**config.mk**
```make
export PLATFORM = sky130hd
export DESIGN_NAME = spwt_timers
export DESIGN_NICKNAME = d
export VERILOG_FILES = /design/src/spwt_pkg.sv /design/src/spwt_tick_if.sv /design/src/spwt_prescaler.sv /design/src/spwt_timers.sv
export SDC_FILE = /design/constraint.sdc
export NUM_CORES = 1
export LEC_CHECK = 0
export BUFFER_PORTS_ARGS = -buffer_cell sky130_fd_sc_hd__buf_4
export CAP_MARGIN = 5
export CORE_MARGIN = 2
export CORE_UTILIZATION = 50
export CTS_CLUSTER_SIZE = 25
export DETAILED_ROUTE_END_ITERATION = 6
export GPL_ROUTABILITY_DRIVEN = 0
export PLACE_DENSITY_LB_ADDON = 0.12
export SLEW_MARGIN = 20
export SYNTH_ARGS = -nofsm -noshare
export SYNTH_HDL_FRONTEND = slang
export SYNTH_HIERARCHICAL = 1
export SYNTH_SLANG_ARGS = --single-unit
```
**constraint.sdc**
```tcl
create_clock -name clk -period 3.75 [get_ports clk]
set_input_delay 0.1875 -clock clk [delete_from_list [all_inputs] [get_ports clk]]
set_output_delay 0.1875 -clock clk [all_outputs]
set_load 0.02 [all_outputs]
```
**src/spwt_pkg.sv**
```systemverilog
// package: register map, reset values and timing constants
package spwt_pkg;
	localparam int unsigned SPWT_ADDR_W = 8;
	localparam logic [7:0] SPWT_OFS_SIGDET_SAT = 8'h24;
	localparam logic [7:0] SPWT_OFS_LEVEL_OBS = 8'h25;
	localparam logic [7:0] SPWT_OFS_SYNC_SEARCH = 8'h26;
	localparam logic [7:0] SPWT_OFS_SYNC_TIMEOUT = 8'h27;
	localparam logic [7:0] SPWT_OFS_CONTROL = 8'h2d;
	localparam logic [7:0] SPWT_OFS_STATUS = 8'h2e;
	localparam logic [7:0] SPWT_RST_SIGDET_SAT = 8'h10;
	localparam logic [7:0] SPWT_RST_LEVEL_OBS = 8'h00;
	localparam logic [7:0] SPWT_RST_SYNC_SEARCH = 8'h87;
	localparam logic [7:0] SPWT_RST_SYNC_TIMEOUT = 8'hff;
	localparam int unsigned SPWT_PS_CODE_MSB = 7;
	localparam int unsigned SPWT_PS_CODE_LSB = 5;
	localparam int unsigned SPWT_OBS_CNT_MSB = 4;
	// base prescale is 4 = 2**2, so factor = 1 << (code + 2)
	localparam int unsigned SPWT_PS_BASE_LOG2 = 2;
	localparam int unsigned SPWT_OBS_TICK = 64;
	localparam int unsigned SPWT_SYNC_TICK = 64 * 512;
	localparam int unsigned SPWT_ZERO_OBS_COUNT = 32;
	localparam int unsigned SPWT_CLK_NS = 10;
	localparam int unsigned SPWT_SIXTEENTHS_PER_BIT = 16;
	localparam int unsigned SPWT_CNT_W = 24;
	typedef enum logic [1:0] {SPWT_ST_IDLE, SPWT_ST_POLL, SPWT_ST_RUN}
		spwt_mode_e;
endpackage : spwt_pkg

```
**src/spwt_tick_if.sv**
```systemverilog
// interface: tick prescaler configuration and outputs
`timescale 1ns/10ps
interface spwt_tick_if;
	logic run;
	logic clear;
	logic [2:0] ps_code;
	logic obs_tick;
	logic sync_tick;
	modport gen (input run, input clear, input ps_code, output obs_tick,
		output sync_tick);
	modport use_side (output run, output clear, output ps_code,
		input obs_tick, input sync_tick);
endinterface : spwt_tick_if

```
**src/spwt_prescaler.sv**
```systemverilog
// prescaler: divides the system clock into observation and sync ticks
`timescale 1ns/10ps
module spwt_prescaler
	import spwt_pkg::*;
(
	input wire logic clk,
	input wire logic reset_n,
	spwt_tick_if.gen tk
);
	localparam logic [15:0] OBS_TICK_M1 = 16'(SPWT_OBS_TICK - 1);
	localparam logic [15:0] SYNC_TICK_M1 = 16'(SPWT_SYNC_TICK - 1);
	logic [15:0] obs_div_reg, obs_div_next;
	logic [15:0] sync_div_reg, sync_div_next;
	logic [15:0] obs_limit;
	logic obs_wrap, sync_wrap;
	////////////////////////////////////////////////////////////////////
	always_comb
	begin
		// counter wraps at factor * 64 - 1, so factor * 64 clock periods per observation tick
		obs_limit = 16'((32'd1 << (32'(tk.ps_code) + SPWT_PS_BASE_LOG2))
			* SPWT_OBS_TICK - 1);
		obs_wrap = tk.run && (obs_div_reg == obs_limit);
		sync_wrap = tk.run && (sync_div_reg == SYNC_TICK_M1);
		obs_div_next = obs_div_reg;
		sync_div_next = sync_div_reg;
		if (tk.clear || !tk.run)
		begin
			obs_div_next = '0;
			sync_div_next = '0;
		end
		else
		begin
			obs_div_next = obs_wrap ? 16'h0000 : obs_div_reg + 16'h0001;
			sync_div_next = sync_wrap ? 16'h0000 : sync_div_reg + 16'h0001;
		end
	end
	assign tk.obs_tick = obs_wrap && !tk.clear;
	assign tk.sync_tick = sync_wrap && !tk.clear;
	always_ff @(posedge clk or negedge reset_n)
	begin
		if (!reset_n)
		begin
			obs_div_reg <= '0;
			sync_div_reg <= '0;
		end
		else
		begin
			obs_div_reg <= obs_div_next;
			sync_div_reg <= sync_div_next;
		end
	end
	// unused constant kept for symmetry of tick limits
	logic [15:0] unused_obs_m1;
	assign unused_obs_m1 = OBS_TICK_M1;
endmodule : spwt_prescaler

```
**src/spwt_timers.sv**
```systemverilog
// top: wake-up and self-polling supervision timers with wishbone registers
// Notes on behaviour
// - An 8-bit register, reset 0x10, supplies the peak saturation threshold output.
// - Prescale code 0..7 selects factor 4,8,...,512, reset code 0.
// - Observation count N of 1..31 gives N times factor times 64 clocks.
// - Observation count 0 (reset value) counts as 32.
// - Sync search limit counts sixteenths of a bit, 0 is none, reset 0x87.
// - In run-mode self polling the sync timer expiring without sync returns to self polling.
// - The sync timer reloads from its value at each new run-mode cycle.
// - Sync timeout is value times 64 times 512 clocks, 0 leaves the timer stopped.
`timescale 1ns/10ps
module spwt_timers
	import spwt_pkg::*;
(
	input wire logic clk,
	input wire logic reset_n,
	input wire logic [spwt_pkg::SPWT_ADDR_W-1:0] wb_adr_i,
	input wire logic [31:0] wb_dat_i,
	output logic [31:0] wb_dat_o,
	input wire logic wb_we_i,
	input wire logic [3:0] wb_sel_i,
	input wire logic wb_cyc_i,
	input wire logic wb_stb_i,
	output logic wb_ack_o,
	output logic wb_err_o,
	input wire logic run_cycle_start,
	input wire logic symbol_sync_found,
	input wire logic obs_start,
	input wire logic bit_sixteenth_strobe,
	input wire logic search_start,
	output logic [7:0] peak_saturation_threshold,
	output logic run_mode_active,
	output logic sync_timeout_pulse,
	output logic obs_active,
	output logic obs_done,
	output logic search_active,
	output logic search_expired
);
	import spwt_pkg::*;
	logic [7:0] sat_reg, sat_next;
	logic [7:0] lot_reg, lot_next;
	logic [7:0] srch_reg, srch_next;
	logic [7:0] tos_reg, tos_next;
	logic [1:0] ctl_reg, ctl_next;
	logic ack_reg, ack_next;
	logic err_reg, err_next;
	logic [31:0] rdat_reg, rdat_next;
	spwt_mode_e mode_reg, mode_next;
	logic [7:0] sync_cnt_reg, sync_cnt_next;
	logic [5:0] obs_cnt_reg, obs_cnt_next;
	logic obs_act_reg, obs_act_next;
	logic obs_done_reg, obs_done_next;
	logic tmo_reg, tmo_next;
	logic [7:0] srch_cnt_reg, srch_cnt_next;
	logic srch_act_reg, srch_act_next;
	logic srch_exp_reg, srch_exp_next;
	logic req, wr_hit, lane0;
	logic mapped;
	logic [2:0] observation_prescale_code;
	logic [4:0] observation_count;
	logic [7:0] sync_search_limit;
	logic [7:0] sync_timeout_value;
	spwt_tick_if tk ();
	////////////////////////////////////////////////////////////////////
	// tick generation
	spwt_prescaler u_prescaler (
		.clk(clk),
		.reset_n(reset_n),
		.tk(tk.gen)
	);
	assign observation_prescale_code =
		lot_reg[SPWT_PS_CODE_MSB:SPWT_PS_CODE_LSB];
	assign observation_count = lot_reg[SPWT_OBS_CNT_MSB:0];
	assign sync_search_limit = srch_reg;
	assign sync_timeout_value = tos_reg;
	assign tk.ps_code = observation_prescale_code;
	assign tk.run = obs_act_reg || (mode_reg == SPWT_ST_RUN);
	assign tk.clear = obs_start || run_cycle_start;
	////////////////////////////////////////////////////////////////////
	// wishbone register slave
	always_comb
	begin
		req = wb_cyc_i && wb_stb_i && !ack_reg && !err_reg;
		mapped = (wb_adr_i == SPWT_OFS_SIGDET_SAT) ||
			(wb_adr_i == SPWT_OFS_LEVEL_OBS) ||
			(wb_adr_i == SPWT_OFS_SYNC_SEARCH) ||
			(wb_adr_i == SPWT_OFS_SYNC_TIMEOUT) ||
			(wb_adr_i == SPWT_OFS_CONTROL) ||
			(wb_adr_i == SPWT_OFS_STATUS);
		lane0 = wb_sel_i[0];
		wr_hit = req && mapped && wb_we_i && lane0;
		ack_next = req && mapped;
		err_next = req && !mapped;
		sat_next = sat_reg;
		lot_next = lot_reg;
		srch_next = srch_reg;
		tos_next = tos_reg;
		ctl_next = ctl_reg;
		rdat_next = rdat_reg;
		if (wr_hit)
		begin
			case (wb_adr_i)
				SPWT_OFS_SIGDET_SAT: sat_next = wb_dat_i[7:0];
				SPWT_OFS_LEVEL_OBS: lot_next = wb_dat_i[7:0];
				SPWT_OFS_SYNC_SEARCH: srch_next = wb_dat_i[7:0];
				SPWT_OFS_SYNC_TIMEOUT: tos_next = wb_dat_i[7:0];
				SPWT_OFS_CONTROL: ctl_next = wb_dat_i[1:0];
				default: ;
			endcase
		end
		if (req && mapped && !wb_we_i)
		begin
			case (wb_adr_i)
				SPWT_OFS_SIGDET_SAT: rdat_next = {24'h000000, sat_reg};
				SPWT_OFS_LEVEL_OBS: rdat_next = {24'h000000, lot_reg};
				SPWT_OFS_SYNC_SEARCH: rdat_next = {24'h000000, srch_reg};
				SPWT_OFS_SYNC_TIMEOUT: rdat_next = {24'h000000, tos_reg};
				SPWT_OFS_CONTROL: rdat_next = {30'h00000000, ctl_reg};
				SPWT_OFS_STATUS: rdat_next = {24'h000000, sync_cnt_reg[1:0],
					srch_exp_reg, srch_act_reg, obs_done_reg, obs_act_reg,
					mode_reg};
				default: rdat_next = '0;
			endcase
		end
		else if (req)
			rdat_next = '0;
	end
	always_ff @(posedge clk or negedge reset_n)
	begin
		if (!reset_n)
		begin
			sat_reg <= SPWT_RST_SIGDET_SAT;
			lot_reg <= SPWT_RST_LEVEL_OBS;
			srch_reg <= SPWT_RST_SYNC_SEARCH;
			tos_reg <= SPWT_RST_SYNC_TIMEOUT;
			ctl_reg <= '0;
			ack_reg <= 1'b0;
			err_reg <= 1'b0;
			rdat_reg <= '0;
		end
		else
		begin
			sat_reg <= sat_next;
			lot_reg <= lot_next;
			srch_reg <= srch_next;
			tos_reg <= tos_next;
			ctl_reg <= ctl_next;
			ack_reg <= ack_next;
			err_reg <= err_next;
			rdat_reg <= rdat_next;
		end
	end
	assign wb_ack_o = ack_reg;
	assign wb_err_o = err_reg;
	assign wb_dat_o = rdat_reg;
	assign peak_saturation_threshold = sat_reg;
	////////////////////////////////////////////////////////////////////
	// self-polling mode and symbol-sync timeout
	always_comb
	begin
		mode_next = mode_reg;
		sync_cnt_next = sync_cnt_reg;
		tmo_next = 1'b0;
		case (mode_reg)
			SPWT_ST_IDLE:
			begin
				if (ctl_reg[0])
					mode_next = SPWT_ST_POLL;
			end
			SPWT_ST_POLL:
			begin
				if (!ctl_reg[0])
					mode_next = SPWT_ST_IDLE;
				else if (run_cycle_start)
				begin
					mode_next = SPWT_ST_RUN;
					sync_cnt_next = sync_timeout_value;
				end
			end
			SPWT_ST_RUN:
			begin
				if (!ctl_reg[0])
					mode_next = SPWT_ST_IDLE;
				else if (run_cycle_start)
					sync_cnt_next = sync_timeout_value;
				else if (symbol_sync_found)
					mode_next = SPWT_ST_POLL;
				else if (sync_timeout_value != 8'h00 && tk.sync_tick)
				begin
					// value zero leaves the timer stopped
					if (sync_cnt_reg <= 8'h01)
					begin
						mode_next = SPWT_ST_POLL;
						tmo_next = 1'b1;
						sync_cnt_next = 8'h00;
					end
					else
						sync_cnt_next = sync_cnt_reg - 8'h01;
				end
			end
			default: mode_next = SPWT_ST_IDLE;
		endcase
	end
	always_ff @(posedge clk or negedge reset_n)
	begin
		if (!reset_n)
		begin
			mode_reg <= SPWT_ST_IDLE;
			sync_cnt_reg <= '0;
			tmo_reg <= 1'b0;
		end
		else
		begin
			mode_reg <= mode_next;
			sync_cnt_reg <= sync_cnt_next;
			tmo_reg <= tmo_next;
		end
	end
	assign run_mode_active = (mode_reg == SPWT_ST_RUN);
	assign sync_timeout_pulse = tmo_reg;
	////////////////////////////////////////////////////////////////////
	// level observation timer and sync search timer
	always_comb
	begin
		obs_cnt_next = obs_cnt_reg;
		obs_act_next = obs_act_reg;
		obs_done_next = 1'b0;
		if (obs_start)
		begin
			obs_act_next = 1'b1;
			obs_cnt_next = (observation_count == 5'h00) ?
				6'(SPWT_ZERO_OBS_COUNT) : {1'b0, observation_count};
		end
		else if (obs_act_reg && tk.obs_tick)
		begin
			if (obs_cnt_reg == 6'h01)
			begin
				obs_act_next = 1'b0;
				obs_done_next = 1'b1;
			end
			obs_cnt_next = obs_cnt_reg - 6'h01;
		end
		srch_cnt_next = srch_cnt_reg;
		srch_act_next = srch_act_reg;
		srch_exp_next = 1'b0;
		if (search_start)
		begin
			// zero limit: no search time at all
			srch_act_next = (sync_search_limit != 8'h00);
			srch_exp_next = (sync_search_limit == 8'h00);
			srch_cnt_next = sync_search_limit;
		end
		else if (srch_act_reg && bit_sixteenth_strobe)
		begin
			if (srch_cnt_reg == 8'h01)
			begin
				srch_act_next = 1'b0;
				srch_exp_next = 1'b1;
			end
			srch_cnt_next = srch_cnt_reg - 8'h01;
		end
	end
	always_ff @(posedge clk or negedge reset_n)
	begin
		if (!reset_n)
		begin
			obs_cnt_reg <= '0;
			obs_act_reg <= 1'b0;
			obs_done_reg <= 1'b0;
			srch_cnt_reg <= '0;
			srch_act_reg <= 1'b0;
			srch_exp_reg <= 1'b0;
		end
		else
		begin
			obs_cnt_reg <= obs_cnt_next;
			obs_act_reg <= obs_act_next;
			obs_done_reg <= obs_done_next;
			srch_cnt_reg <= srch_cnt_next;
			srch_act_reg <= srch_act_next;
			srch_exp_reg <= srch_exp_next;
		end
	end
	assign obs_active = obs_act_reg;
	assign obs_done = obs_done_reg;
	assign search_active = srch_act_reg;
	assign search_expired = srch_exp_reg;
endmodule : spwt_timers

```
# == After elaboration in Yosys (flattened, before gate mapping) ==
# Cells that the tools add are included.
# word_totals
regBits,129
input_bits,54
out_inout_bits,48
elab_cells,146
# classes
add_sub_neg,7
order_cmp,1
n_eq_ne,22
shifts,1
muxes,47
n_reduce_logical,49
# ops
operator,count
2-to-1 mux 8 bit,9
2-to-1 mux 16 bit,4
2-to-1 mux 32 bit,2
equality test 8 x 6 -> 1 bit (second input constant),6
one-hot mux 8 bit (6 select lines),1
adder 16 x 1 -> 16 bit (second input constant),2
left shift 1 x 32 -> 10 bit (first input constant),1
2-to-1 mux 1 bit,18
2-to-1 mux 6 bit,3
equality test 16 x 15 -> 1 bit (second input constant),1
equality test 16 bit,1
2-to-1 mux 2 bit,8
one-hot mux 8 bit (2 select lines),1
nonzero test 8 bit,2
subtractor 16 x 1 -> 16 bit (second input constant),1
subtractor 8 x 1 -> 8 bit (second input constant),2
logical AND 1 bit,15
AND reduction 2 bit,7
nonzero test 2 bit,6
!= test 3 bit (second input constant),3
equality test 8 x 1 -> 1 bit (second input constant),1
<= comparator 8 x 1 -> 1 bit (second input constant),1
zero test 8 bit,1
logical OR 1 bit,8
15 further kinds,23

# == Depth between registers and ports, before layout ==
# Gate-level depths: netlist of the first run.
# logic_depth
word_depth,10
ltp_mapped,11
ltp_nobuf,11

# == Cells and area by module ==
# Netlist of the first run, hierarchy kept.
# modules_own_cells
module,n_inst,cells_per_inst,area_each_um2,seq_area_each_um2
spwt_timers,1,385,3933.8,1843.0
spwt_prescaler,1,184,1876.8,800.8

# == Worst setup path before layout of the first run ==
# OpenSTA, ideal clock, no wires.
# synth_path
kind,register -> register
from,register lot_reg[6]
to,register obs_cnt_reg[3]
setup_time_ns,0.136
t_arrival_ns,2.760
required_time_ns,3.614
slack_ns,0.855
stages_incl_launch_ff,11
n_path_buf,0
synth_period_minus_slack_ns,2.895
path_cell_list,dfrtp_1 > inv_1 > ha_1 > and4bb_2 > xnor2_1 > nand4_1 > a2111oi_0 > nand2_1 > nor4_1 > xnor2_1 > o21ai_0
# synth_via
elab_chain_cells,8
# synth_rtl
item,line_no,source
from (decl),spwt_timers.sv:41,"logic [7:0] lot_reg, lot_next;"
from (signal assigned),spwt_timers.sv:144,lot_reg <= lot_next;
adder 3 x 2 -> 4 bit,spwt_prescaler.sv:20,obs_limit = 16'((32'd1 << (32'(tk.ps_code) + SPWT_PS_BASE_LOG2))
left shift 1 x 32 -> 10 bit,spwt_prescaler.sv:20,
subtractor 16 x 1 -> 16 bit,spwt_prescaler.sv:21,* SPWT_OBS_TICK - 1);
equality test 16 bit,spwt_prescaler.sv:22,obs_wrap = tk.run && (obs_div_reg == obs_limit);
logical AND 1 bit,spwt_prescaler.sv:22,
logical AND 1 bit,spwt_prescaler.sv:37,assign tk.obs_tick = obs_wrap && !tk.clear;
via tk.obs_tick,spwt_tick_if.sv:7,logic obs_tick;
logical AND 1 bit,spwt_timers.sv:234,else if (obs_act_reg && tk.obs_tick)
nonzero test 2 bit (no line),-,
to (signal assigned),spwt_timers.sv:276,obs_cnt_reg <= obs_cnt_next;
to (decl),spwt_timers.sv:50,"logic [5:0] obs_cnt_reg, obs_cnt_next;"
# The timed path passes the listed nets, and every way through them passes these cells.
# A chain may end at the register's enable or synchronous reset.

# == Worst setup path after layout of the first run ==
# Ends and elaborated chain as after synthesis.

==> metrics, run 1 <==
max_cap viols 0; Buf+Inv Stages, Crit Path 2; CP arrival 3390 ps; Synth async-reset ratio 100%; Mapped Area 5810 µm²; status complete, no violations; min cycle time layout 3150 ps; synth top area cells dfrtp_1 40%, dfstp_2 5.9%, mux2_2 5.4%, xnor2_1 3.8%, nor2_1 3.5%; Max H-tree Level 3; CP max stage cell dfrtp_1; number of nets with antenna violations after routing 0; Post-Route WL 12500 µm; worst setup path category reg2reg; Adder-Cell Fraction of Synth Area 2.80%; most used cell, CP xnor2_1; WL per Instance 16.4 µm; Synth Area in Simple Gates 18.8%; Yosys Warn Count 6; via total after detailed routing 4241; I/O pin cnt 102; RSZ-0062 raised after global routing false; Clock Root Buffer clkbuf_16; syn_area_per_cell 10.2 µm²; Initial Util 51.1%; Gates resized, CTS repair 0; largest family of logic cells by synthesized area simple AND/OR/NAND/NOR gates; stages on the worst setup path 11; pin count of the biggest net entering global routing 55; die area 12500 µm²; port bufs 50; first-pass GRT wire length 21100 µm; HPWL after DPL 8950 µm; commonest non-fill, non-tap cell in the layout dfrtp_1; max_slew headroom 39.0%; Tot Pwr 2210 µW; post-synthesis mux area share 9.91%; R2R depth 11; Worst Skew 7.32 ps; Vias/cell 5.55; chip width 112 µm; Die H 112 µm; xor/xnor share of the synthesized area 7.24%; Peak Freq 317 MHz; Primary FF master, synth dfrtp_1; Distinct cells, synth 57; TritonCTS clock tree built; compound-cell area share of the yosys netlist 9.37%; fin area 6500 µm²; CP peak stage delay 630 ps; EDFF count, synth 0; WP data required 3980 ps; Yosys reg bits 105; Placed Cells 746; register area share after synthesis 45.5%; core area 11400 µm²; initial antenna violation count 0; Yosys top cell by area dfrtp_1; worst skew pair latency 360 ps; Area growth syn-to-layout 11.8%; Antenna Cells 0; CTS Buffer Depth 2; total congestion overflow 0; CP Launch Type flip-flop; drt initial violations 195; most frequent cells in the layout 92 x dfrtp_1, 58 x buf_4, 54 x nor2_1, 35 x nand2_1, 30 x o21ai_0; worst hold path cell count 2; LEAKAGE 0.00292 µW; GRT Total Usage 21.1%; Gate Count Post-Synth 569; power per cell area 339 nW/µm²; area post-placement 6200 µm²; # rows 39; Final Setup Violations 0; CP cell instances inv_1, ha_1, nor4b_4, xor2_1, xnor2_1, a2111oi_0, buf_4, nand2_1, nor4_1, xnor2_1, o21ai_0; Slew @ Worst Pin 903 ps; Residual DRC 0; Fin. Hold Viols 0; VDD IR-drop max 0.000379 V; drt pass-1 iters 4; layout cells sized above 1 23.3%; non-filler cells in the finished layout 764; Worst-path clk slew 70 ps; total CTS buffers 9; kind of end point of the critical path flip-flop; CTS sink count 105; Hold Crit Class in2reg; crit-path max FO 12; vias in the first global route 4138; delay-heaviest family, CP simple AND/OR/NAND/NOR gates; Yosys top cell area share 39.6%; Period Utilization, post-route 84.1%; Slew Viols, Final 0; final setup TNS 0 ps; final net count 683
==> path summary, 6_finish.rpt <==
path,from,endpoint,slack (ps)
max,lot_reg[6],obs_cnt_reg[3],600
min,symbol_sync_found,sync_timeout_pulse,30
max reg2reg,lot_reg[6],obs_cnt_reg[3],600
min reg2reg,u_prescaler/obs_div_reg[0],u_prescaler/obs_div_reg[0],510
max in group asynchronous,reset_n,srch_reg[0],2430
min in group asynchronous,reset_n,srch_cnt_reg[3],410
==> kinds of logic after synthesis <==
group / count (synthesis)
and+or+nand+nor: 201
DFF: 105
AOI/OAI and AO/OA: 89
buffers and inverters: 62
muxes: 50
xor gates and xnor gates: 48
adders and majority gates: 13
other: 1
==> power breakdown <==
part	internal (µW)	total, µW	switching [µW]
clock network	458	903	445
registers	1140	1150	9.70
logic	47.9	151	103
==> metrics by stage <==
stage	utilization, %	setup WS [ps]	hold slack [ps]
after floorplan	-	855	-108
after global placement	54.6	727	268
after detailed placement	54.6	601	273
after CTS	57.1	598	5.54
after global routing	57.2	369	10.1
final	57.2	595	27.3
==> timing repair <==
action	in CTS	in global routing
setup buffers	0	0
endpoints found under the hold margin	45	0
hold buffers	1	0
endpoints found under the setup margin	0	0
==> layer usage <==
metal / up-vias / wire length, µm / track usage, %
li1: 2061 / - / -
met1: 2087 / 5910 / 29.5
met2: 84 / 5950 / 33.6
met3: 9 / 525 / 4.79
met4: 0 / 144 / 4.94
met5: - / 0 / 0
==> synthesized netlist by cell type (all sizes together), types with 5 or more instances <==
master / number
mux2i: 14
nor3: 27
nand2: 35
inv: 15
xor2: 23
o21ai: 30
a21oi: 27
o22ai: 6
nor2b: 6
nand4: 8
nand3: 22
dfrtp: 92
clkbuf: 11
a22o: 8
dfstp: 13
nor4: 11
mux2: 36
nor2: 57
xnor2: 25
or4: 5
buf: 35
ha: 13
==> cell type report <==
| class | instances | area (µm²) |
|---|---|---|
| Multi-Input combinational cell | 425 | 2890 |
| Clock buffer | 9 | 225 |
| Fill cell | 1002 | 4870 |
| Sequential cell | 105 | 2640 |
| Timing Repair Buffer | 60 | 453 |
| Tap cell | 143 | 179 |
| Clock inverter | 7 | 53.8 |
| Inverter | 15 | 56.3 |
Power figures use the tool's default switching activity.
==> run 2, diff against run 1 <==
- clock period: 3.75 -> 2.74 ns (I/O delays scaled with it)
==> run 2 against run 1 <==
Net effect: routed wire length decreased by 1.1%; sequential share of layout area decreased by 0.97 points; setup slack got worse by 470 ps; critical path type unchanged; clock power increased by 45%; non-clock buffer count increased by 9; first-iteration DRC count increased by 20%; count of clock-buffer cells in the layout increased by 2; clock skew increased by 3.4 ps; global-route usage decreased by 0.44 points; register-to-register slack got worse by 470 ps; hold slack improved by 25 ps; combinational power increased by 40%.
==> metrics, run 2 (synthesis gave the netlist of run 1 again) <==
status complete, no violations; final setup TNS 0 ps; most frequent cells in the layout 91 x dfrtp_1, 65 x buf_4, 54 x nor2_1, 34 x nand2_1, 30 x o21ai_0; CP max stage cell or3_1; Tot Pwr 3100 µW; min cycle time layout 2610 ps; Max H-tree Level 3; port bufs 50; drt pass-1 iters 4; first-pass GRT wire length 20600 µm; vias in the first global route 4010; Peak Freq 383 MHz; RSZ-0062 raised after global routing false; TritonCTS clock tree built; Initial Util 51.1%; Antenna Cells 0; commonest non-fill, non-tap cell in the layout dfrtp_1; pin count of the biggest net entering global routing 56; # rows 39; delay-heaviest family, CP simple AND/OR/NAND/NOR gates; Vias/cell 5.49; Clock Root Buffer clkbuf_16; WP data required 2980 ps; worst skew pair latency 360 ps; HPWL after DPL 8860 µm; Die H 112 µm; VDD IR-drop max 0.000573 V; Worst-path clk slew 80 ps; Post-Route WL 12400 µm; drt initial violations 234; Slew Viols, Final 0; chip width 112 µm; GRT Total Usage 20.7%; Hold Crit Class in2reg; final net count 692; CP peak stage delay 590 ps; Residual DRC 0; power per cell area 465 nW/µm²; I/O pin cnt 102; initial antenna violation count 0; number of nets with antenna violations after routing 0; Final Setup Violations 0; kind of end point of the critical path flip-flop; crit-path max FO 8; CP arrival 2850 ps; die area 12500 µm²; worst setup path category reg2reg; WL per Instance 16.0 µm; core area 11400 µm²; total congestion overflow 0; Period Utilization, post-route 95.4%; CTS Buffer Depth 2; Worst Skew 10.7 ps; Area growth syn-to-layout 14.6%; CP Launch Type flip-flop; Slew @ Worst Pin 703 ps; total CTS buffers 9; CTS sink count 105; CP cell instances nand4bb_1, or3b_1, or4_1, or3_1, mux2_4; Fin. Hold Viols 0; layout cells sized above 1 25.4%; max_slew headroom 53.1%; via total after detailed routing 4243; max_cap viols 0; Buf+Inv Stages, Crit Path 0; LEAKAGE 0.00298 µW
[run 2: cell types whose count changed in the layout (fill, tap and decap cells not counted), moves of 2 or more]
cell | before | now
clkinv_2 | 2 | 0
ha_1 | 13 | 11
buf_4 | 58 | 65
dlygate4sd3_1 | 1 | 3
[run 2: final timing paths]
check	cells after the start	from	slack [ps]	endpoint
max	5	wb_err_o	130	peak_saturation_threshold[5]
min	2	wb_dat_i[1]	50	peak_saturation_threshold[1]
max reg2reg	5	wb_err_o	130	peak_saturation_threshold[5]
min reg2reg	1	ctl_reg[1]	510	ctl_reg[1]
max in group asynchronous	3	reset_n	1630	srch_reg[7]
min in group asynchronous	2	reset_n	360	srch_cnt_reg[5]
[run 2: per-stage QoR]
stage	hold slack (ps)	util (%)	instances	setup slack [ps]	instance area [µm²]
6_report	52.1	58.6	773	126	6660
5_1_grt	44.9	58.6	773	12.6	6660
4_1_cts	42.5	58.1	772	17.4	6610
2_1_floorplan	-159	-	592	67.5	5900
3_5_place_dp	226	55.2	753	35.1	6270
3_3_place_gp	228	55.2	753	50.1	6270
[run 2: repair_timing]
| action | CTS | global route |
|---|---|---|
| endpoints found under the setup margin | 0 | 9 |
| setup buffers | 0 | 1 |
| hold endpoints to repair | 44 | 0 |
| gates resized for setup | 0 | 9 |
| hold buffers | 3 | 0 |
[run 2: report_power, final]
group / leakage [µW] / internal (µW) / switching [µW]
Sequential: 0.00139 / 1560 / 13.5
Combinational: 0.00143 / 69.3 / 142
Clock: 0.000150 / 709 / 601
Total: 0.00298 / 2340 / 757
[run 2: layer usage]
metal | GRT usage, % | up-vias | share of wire (%)
met1 | 29.6 | 2073 | 49
met3 | 5.01 | 5 | 4.4
met4 | 4.36 | 0 | 0.83
met5 | 0 | - | 0
li1 | - | 2068 | -
met2 | 32.2 | 97 | 46
[run 2: layout make-up]
cell class	instances	area, µm²
fillers	1004	4710
multi-input cells	425	2940
flip-flops and latches	105	2650
repair buffers	69	538
clock buffers	11	264
well taps	143	179
inverters	15	56.3
clock inverters	5	42.5
==> run 3, diff against run 2 <==
==> constraint.sdc (replaced) <==
create_clock -name clk -period 2.25 [get_ports clk]
set_input_delay 0.45 -clock clk [delete_from_list [all_inputs] [get_ports clk]]
set_output_delay 0.45 -clock clk [all_outputs]
set_load 0.02 [all_outputs]
==> run 3 against run 2 <==
Net effect: the run now ends with setup timing left; sequential share of layout area shrank 3.7 points; largest power group unchanged; sequential cell count stayed put; via count is 5.2% higher; largest cell class unchanged; combinational power is 35% higher; register-to-register slack worse by 400 ps; routed wire length increased by 8.1%; design area increased by 10%.
==> metrics, run 3 (synthesis gave the netlist of run 1 again) <==
status complete, but fails checks; failing checks setup timing; first-pass GRT wire length 22100 µm; layout cells sized above 1 33.4%; Final Setup Violations 41; Worst Skew 7.00 ps; via total after detailed routing 4464; HPWL after DPL 9400 µm; # rows 39; Die H 112 µm; max_slew headroom 54.9%; Peak Freq 396 MHz; Clock Root Buffer clkbuf_16; CP Launch Type flip-flop; WP data required 2500 ps; Worst setup startpoint lot_reg[7]; Post-Route WL 13400 µm; Worst R2R Start lot_reg[7]; most frequent cells in the layout 105 x buf_4, 90 x dfrtp_1, 54 x nor2_1, 34 x nand2_1, 32 x mux2_4; Initial Util 51.1%; Residual DRC 0; LEAKAGE 0.00327 µW; RSZ-0062 raised after global routing true; CTS Buffer Depth 2; initial antenna violation count 0; Min Hold Slack 174 ps; Period Utilization, post-route 112%; vias in the first global route 4511; worst skew pair latency 350 ps; Antenna Cells 0; WL per Instance 16.4 µm; core area 11400 µm²; chip width 112 µm; CTS sink count 105; port bufs 50; I/O pin cnt 102; setup ws final -275 ps; final net count 736; Vias/cell 5.46; pin count of the biggest net entering global routing 106; worst setup path category reg2reg; Hold Crit Class in2async; R2R setup slack -270 ps; Max H-tree Level 3; Fin. Hold Viols 0; reg2reg end obs_active; final setup TNS -2790 ps; Slew Viols, Final 0; R2R depth 10; CP peak stage delay 420 ps; total CTS buffers 9; min cycle time layout 2520 ps; total congestion overflow 0; power per cell area 520 nW/µm²; kind of end point of the critical path flip-flop; max_cap viols 0; drt initial violations 251; CP cell instances inv_2, ha_4, nor4b_4, xor2_2, xnor2_2, a2111oi_4, nand2_2, nor3b_2, nand2_1, a21o_1; crit-path max FO 6; drt pass-1 iters 4; number of nets with antenna violations after routing 0; Area growth syn-to-layout 26.5%; VDD IR-drop max 0.000370 V; die area 12500 µm²; TritonCTS clock tree built; Slew @ Worst Pin 671 ps; commonest non-fill, non-tap cell in the layout buf_4; CP arrival 2770 ps; CP max stage cell dfrtp_2; Worst-path clk slew 70 ps; GRT Total Usage 22.1%
==> run 3: cell types whose count changed in the layout (fill, tap and decap cells not counted), sizes merged <==
cell,change
inv,-2
clkbuf,+1
clkinv,+1
buf,+46
bufinv,+1
dlygate4sd3,-3
==> run 3: timing repair <==
item                                    in CTS  in global routing
resized for setup                           12                 47
hold buffers                                 0                  0
gates cloned                                 0                  1
endpoints found under the setup margin      28                 61
pin swaps                                    9                 26
buffers inserted                             3                  0
==> run 3: per-layer routing <==
layer	vias to the layer above	part of all wire [%]	GRT usage, %
met3	10	4.3	4.35
met1	2203	47	31.1
met2	93	48	35.2
li1	2158	-	-
met5	-	0	0
met4	0	0.76	5.68
==> run 3: worst max path at each step <==
| stage | cells past startpoint | endpoint |
|---|---|---|
| 4_1_cts | 11 | obs_cnt_reg[4] |
| 3_5_place_dp | 7 | peak_saturation_threshold[0] |
| 2_1_floorplan | 8 | peak_saturation_threshold[0] |
| 3_3_place_gp | 7 | peak_saturation_threshold[5] |
| 6_report | 10 | obs_active |
| 5_1_grt | 10 | obs_active |
==> run 3: per-stage QoR <==
stage          setup WS [ps]  utilization [%]  cell area, µm²  total power, µW  std cells
3_5_place_dp            -376             59.3            6740             2230        798
6_report                -275             64.6            7350             3820        817
3_3_place_gp            -334             59.3            6740             2220        798
2_1_floorplan           -330                -            5990             2120        592
4_1_cts                 -310             62.7            7130             3850        817
5_1_grt                 -441             64.6            7350             3970        817
==> run 3: cell type report <==
cell class / count / area [µm²]
Multi-Input combinational cell: 425 / 3220
Clock inverter: 5 / 63.8
Inverter: 15 / 56.3
Clock buffer: 11 / 243
Tap cell: 143 / 179
Sequential cell: 105 / 2650
Fill cell: 923 / 4020
Timing Repair Buffer: 113 / 936
==> run 3: power breakdown <==
part           switching, µW  internal [µW]  leakage (µW)
clock network            718            902      0.000146
logic                    187           98.4       0.00173
registers               15.7           1900       0.00139
==> run 3: critical path, delay by kind of cell, from the launching register on <==
kind	cells	cell delay (ps)
and+or+nand+nor	4	720
AOI/OAI and AO/OA	2	570
DFF	1	420
xor gates and xnor gates	2	340
adders and majority gates	1	290
buffers and inverters	1	70
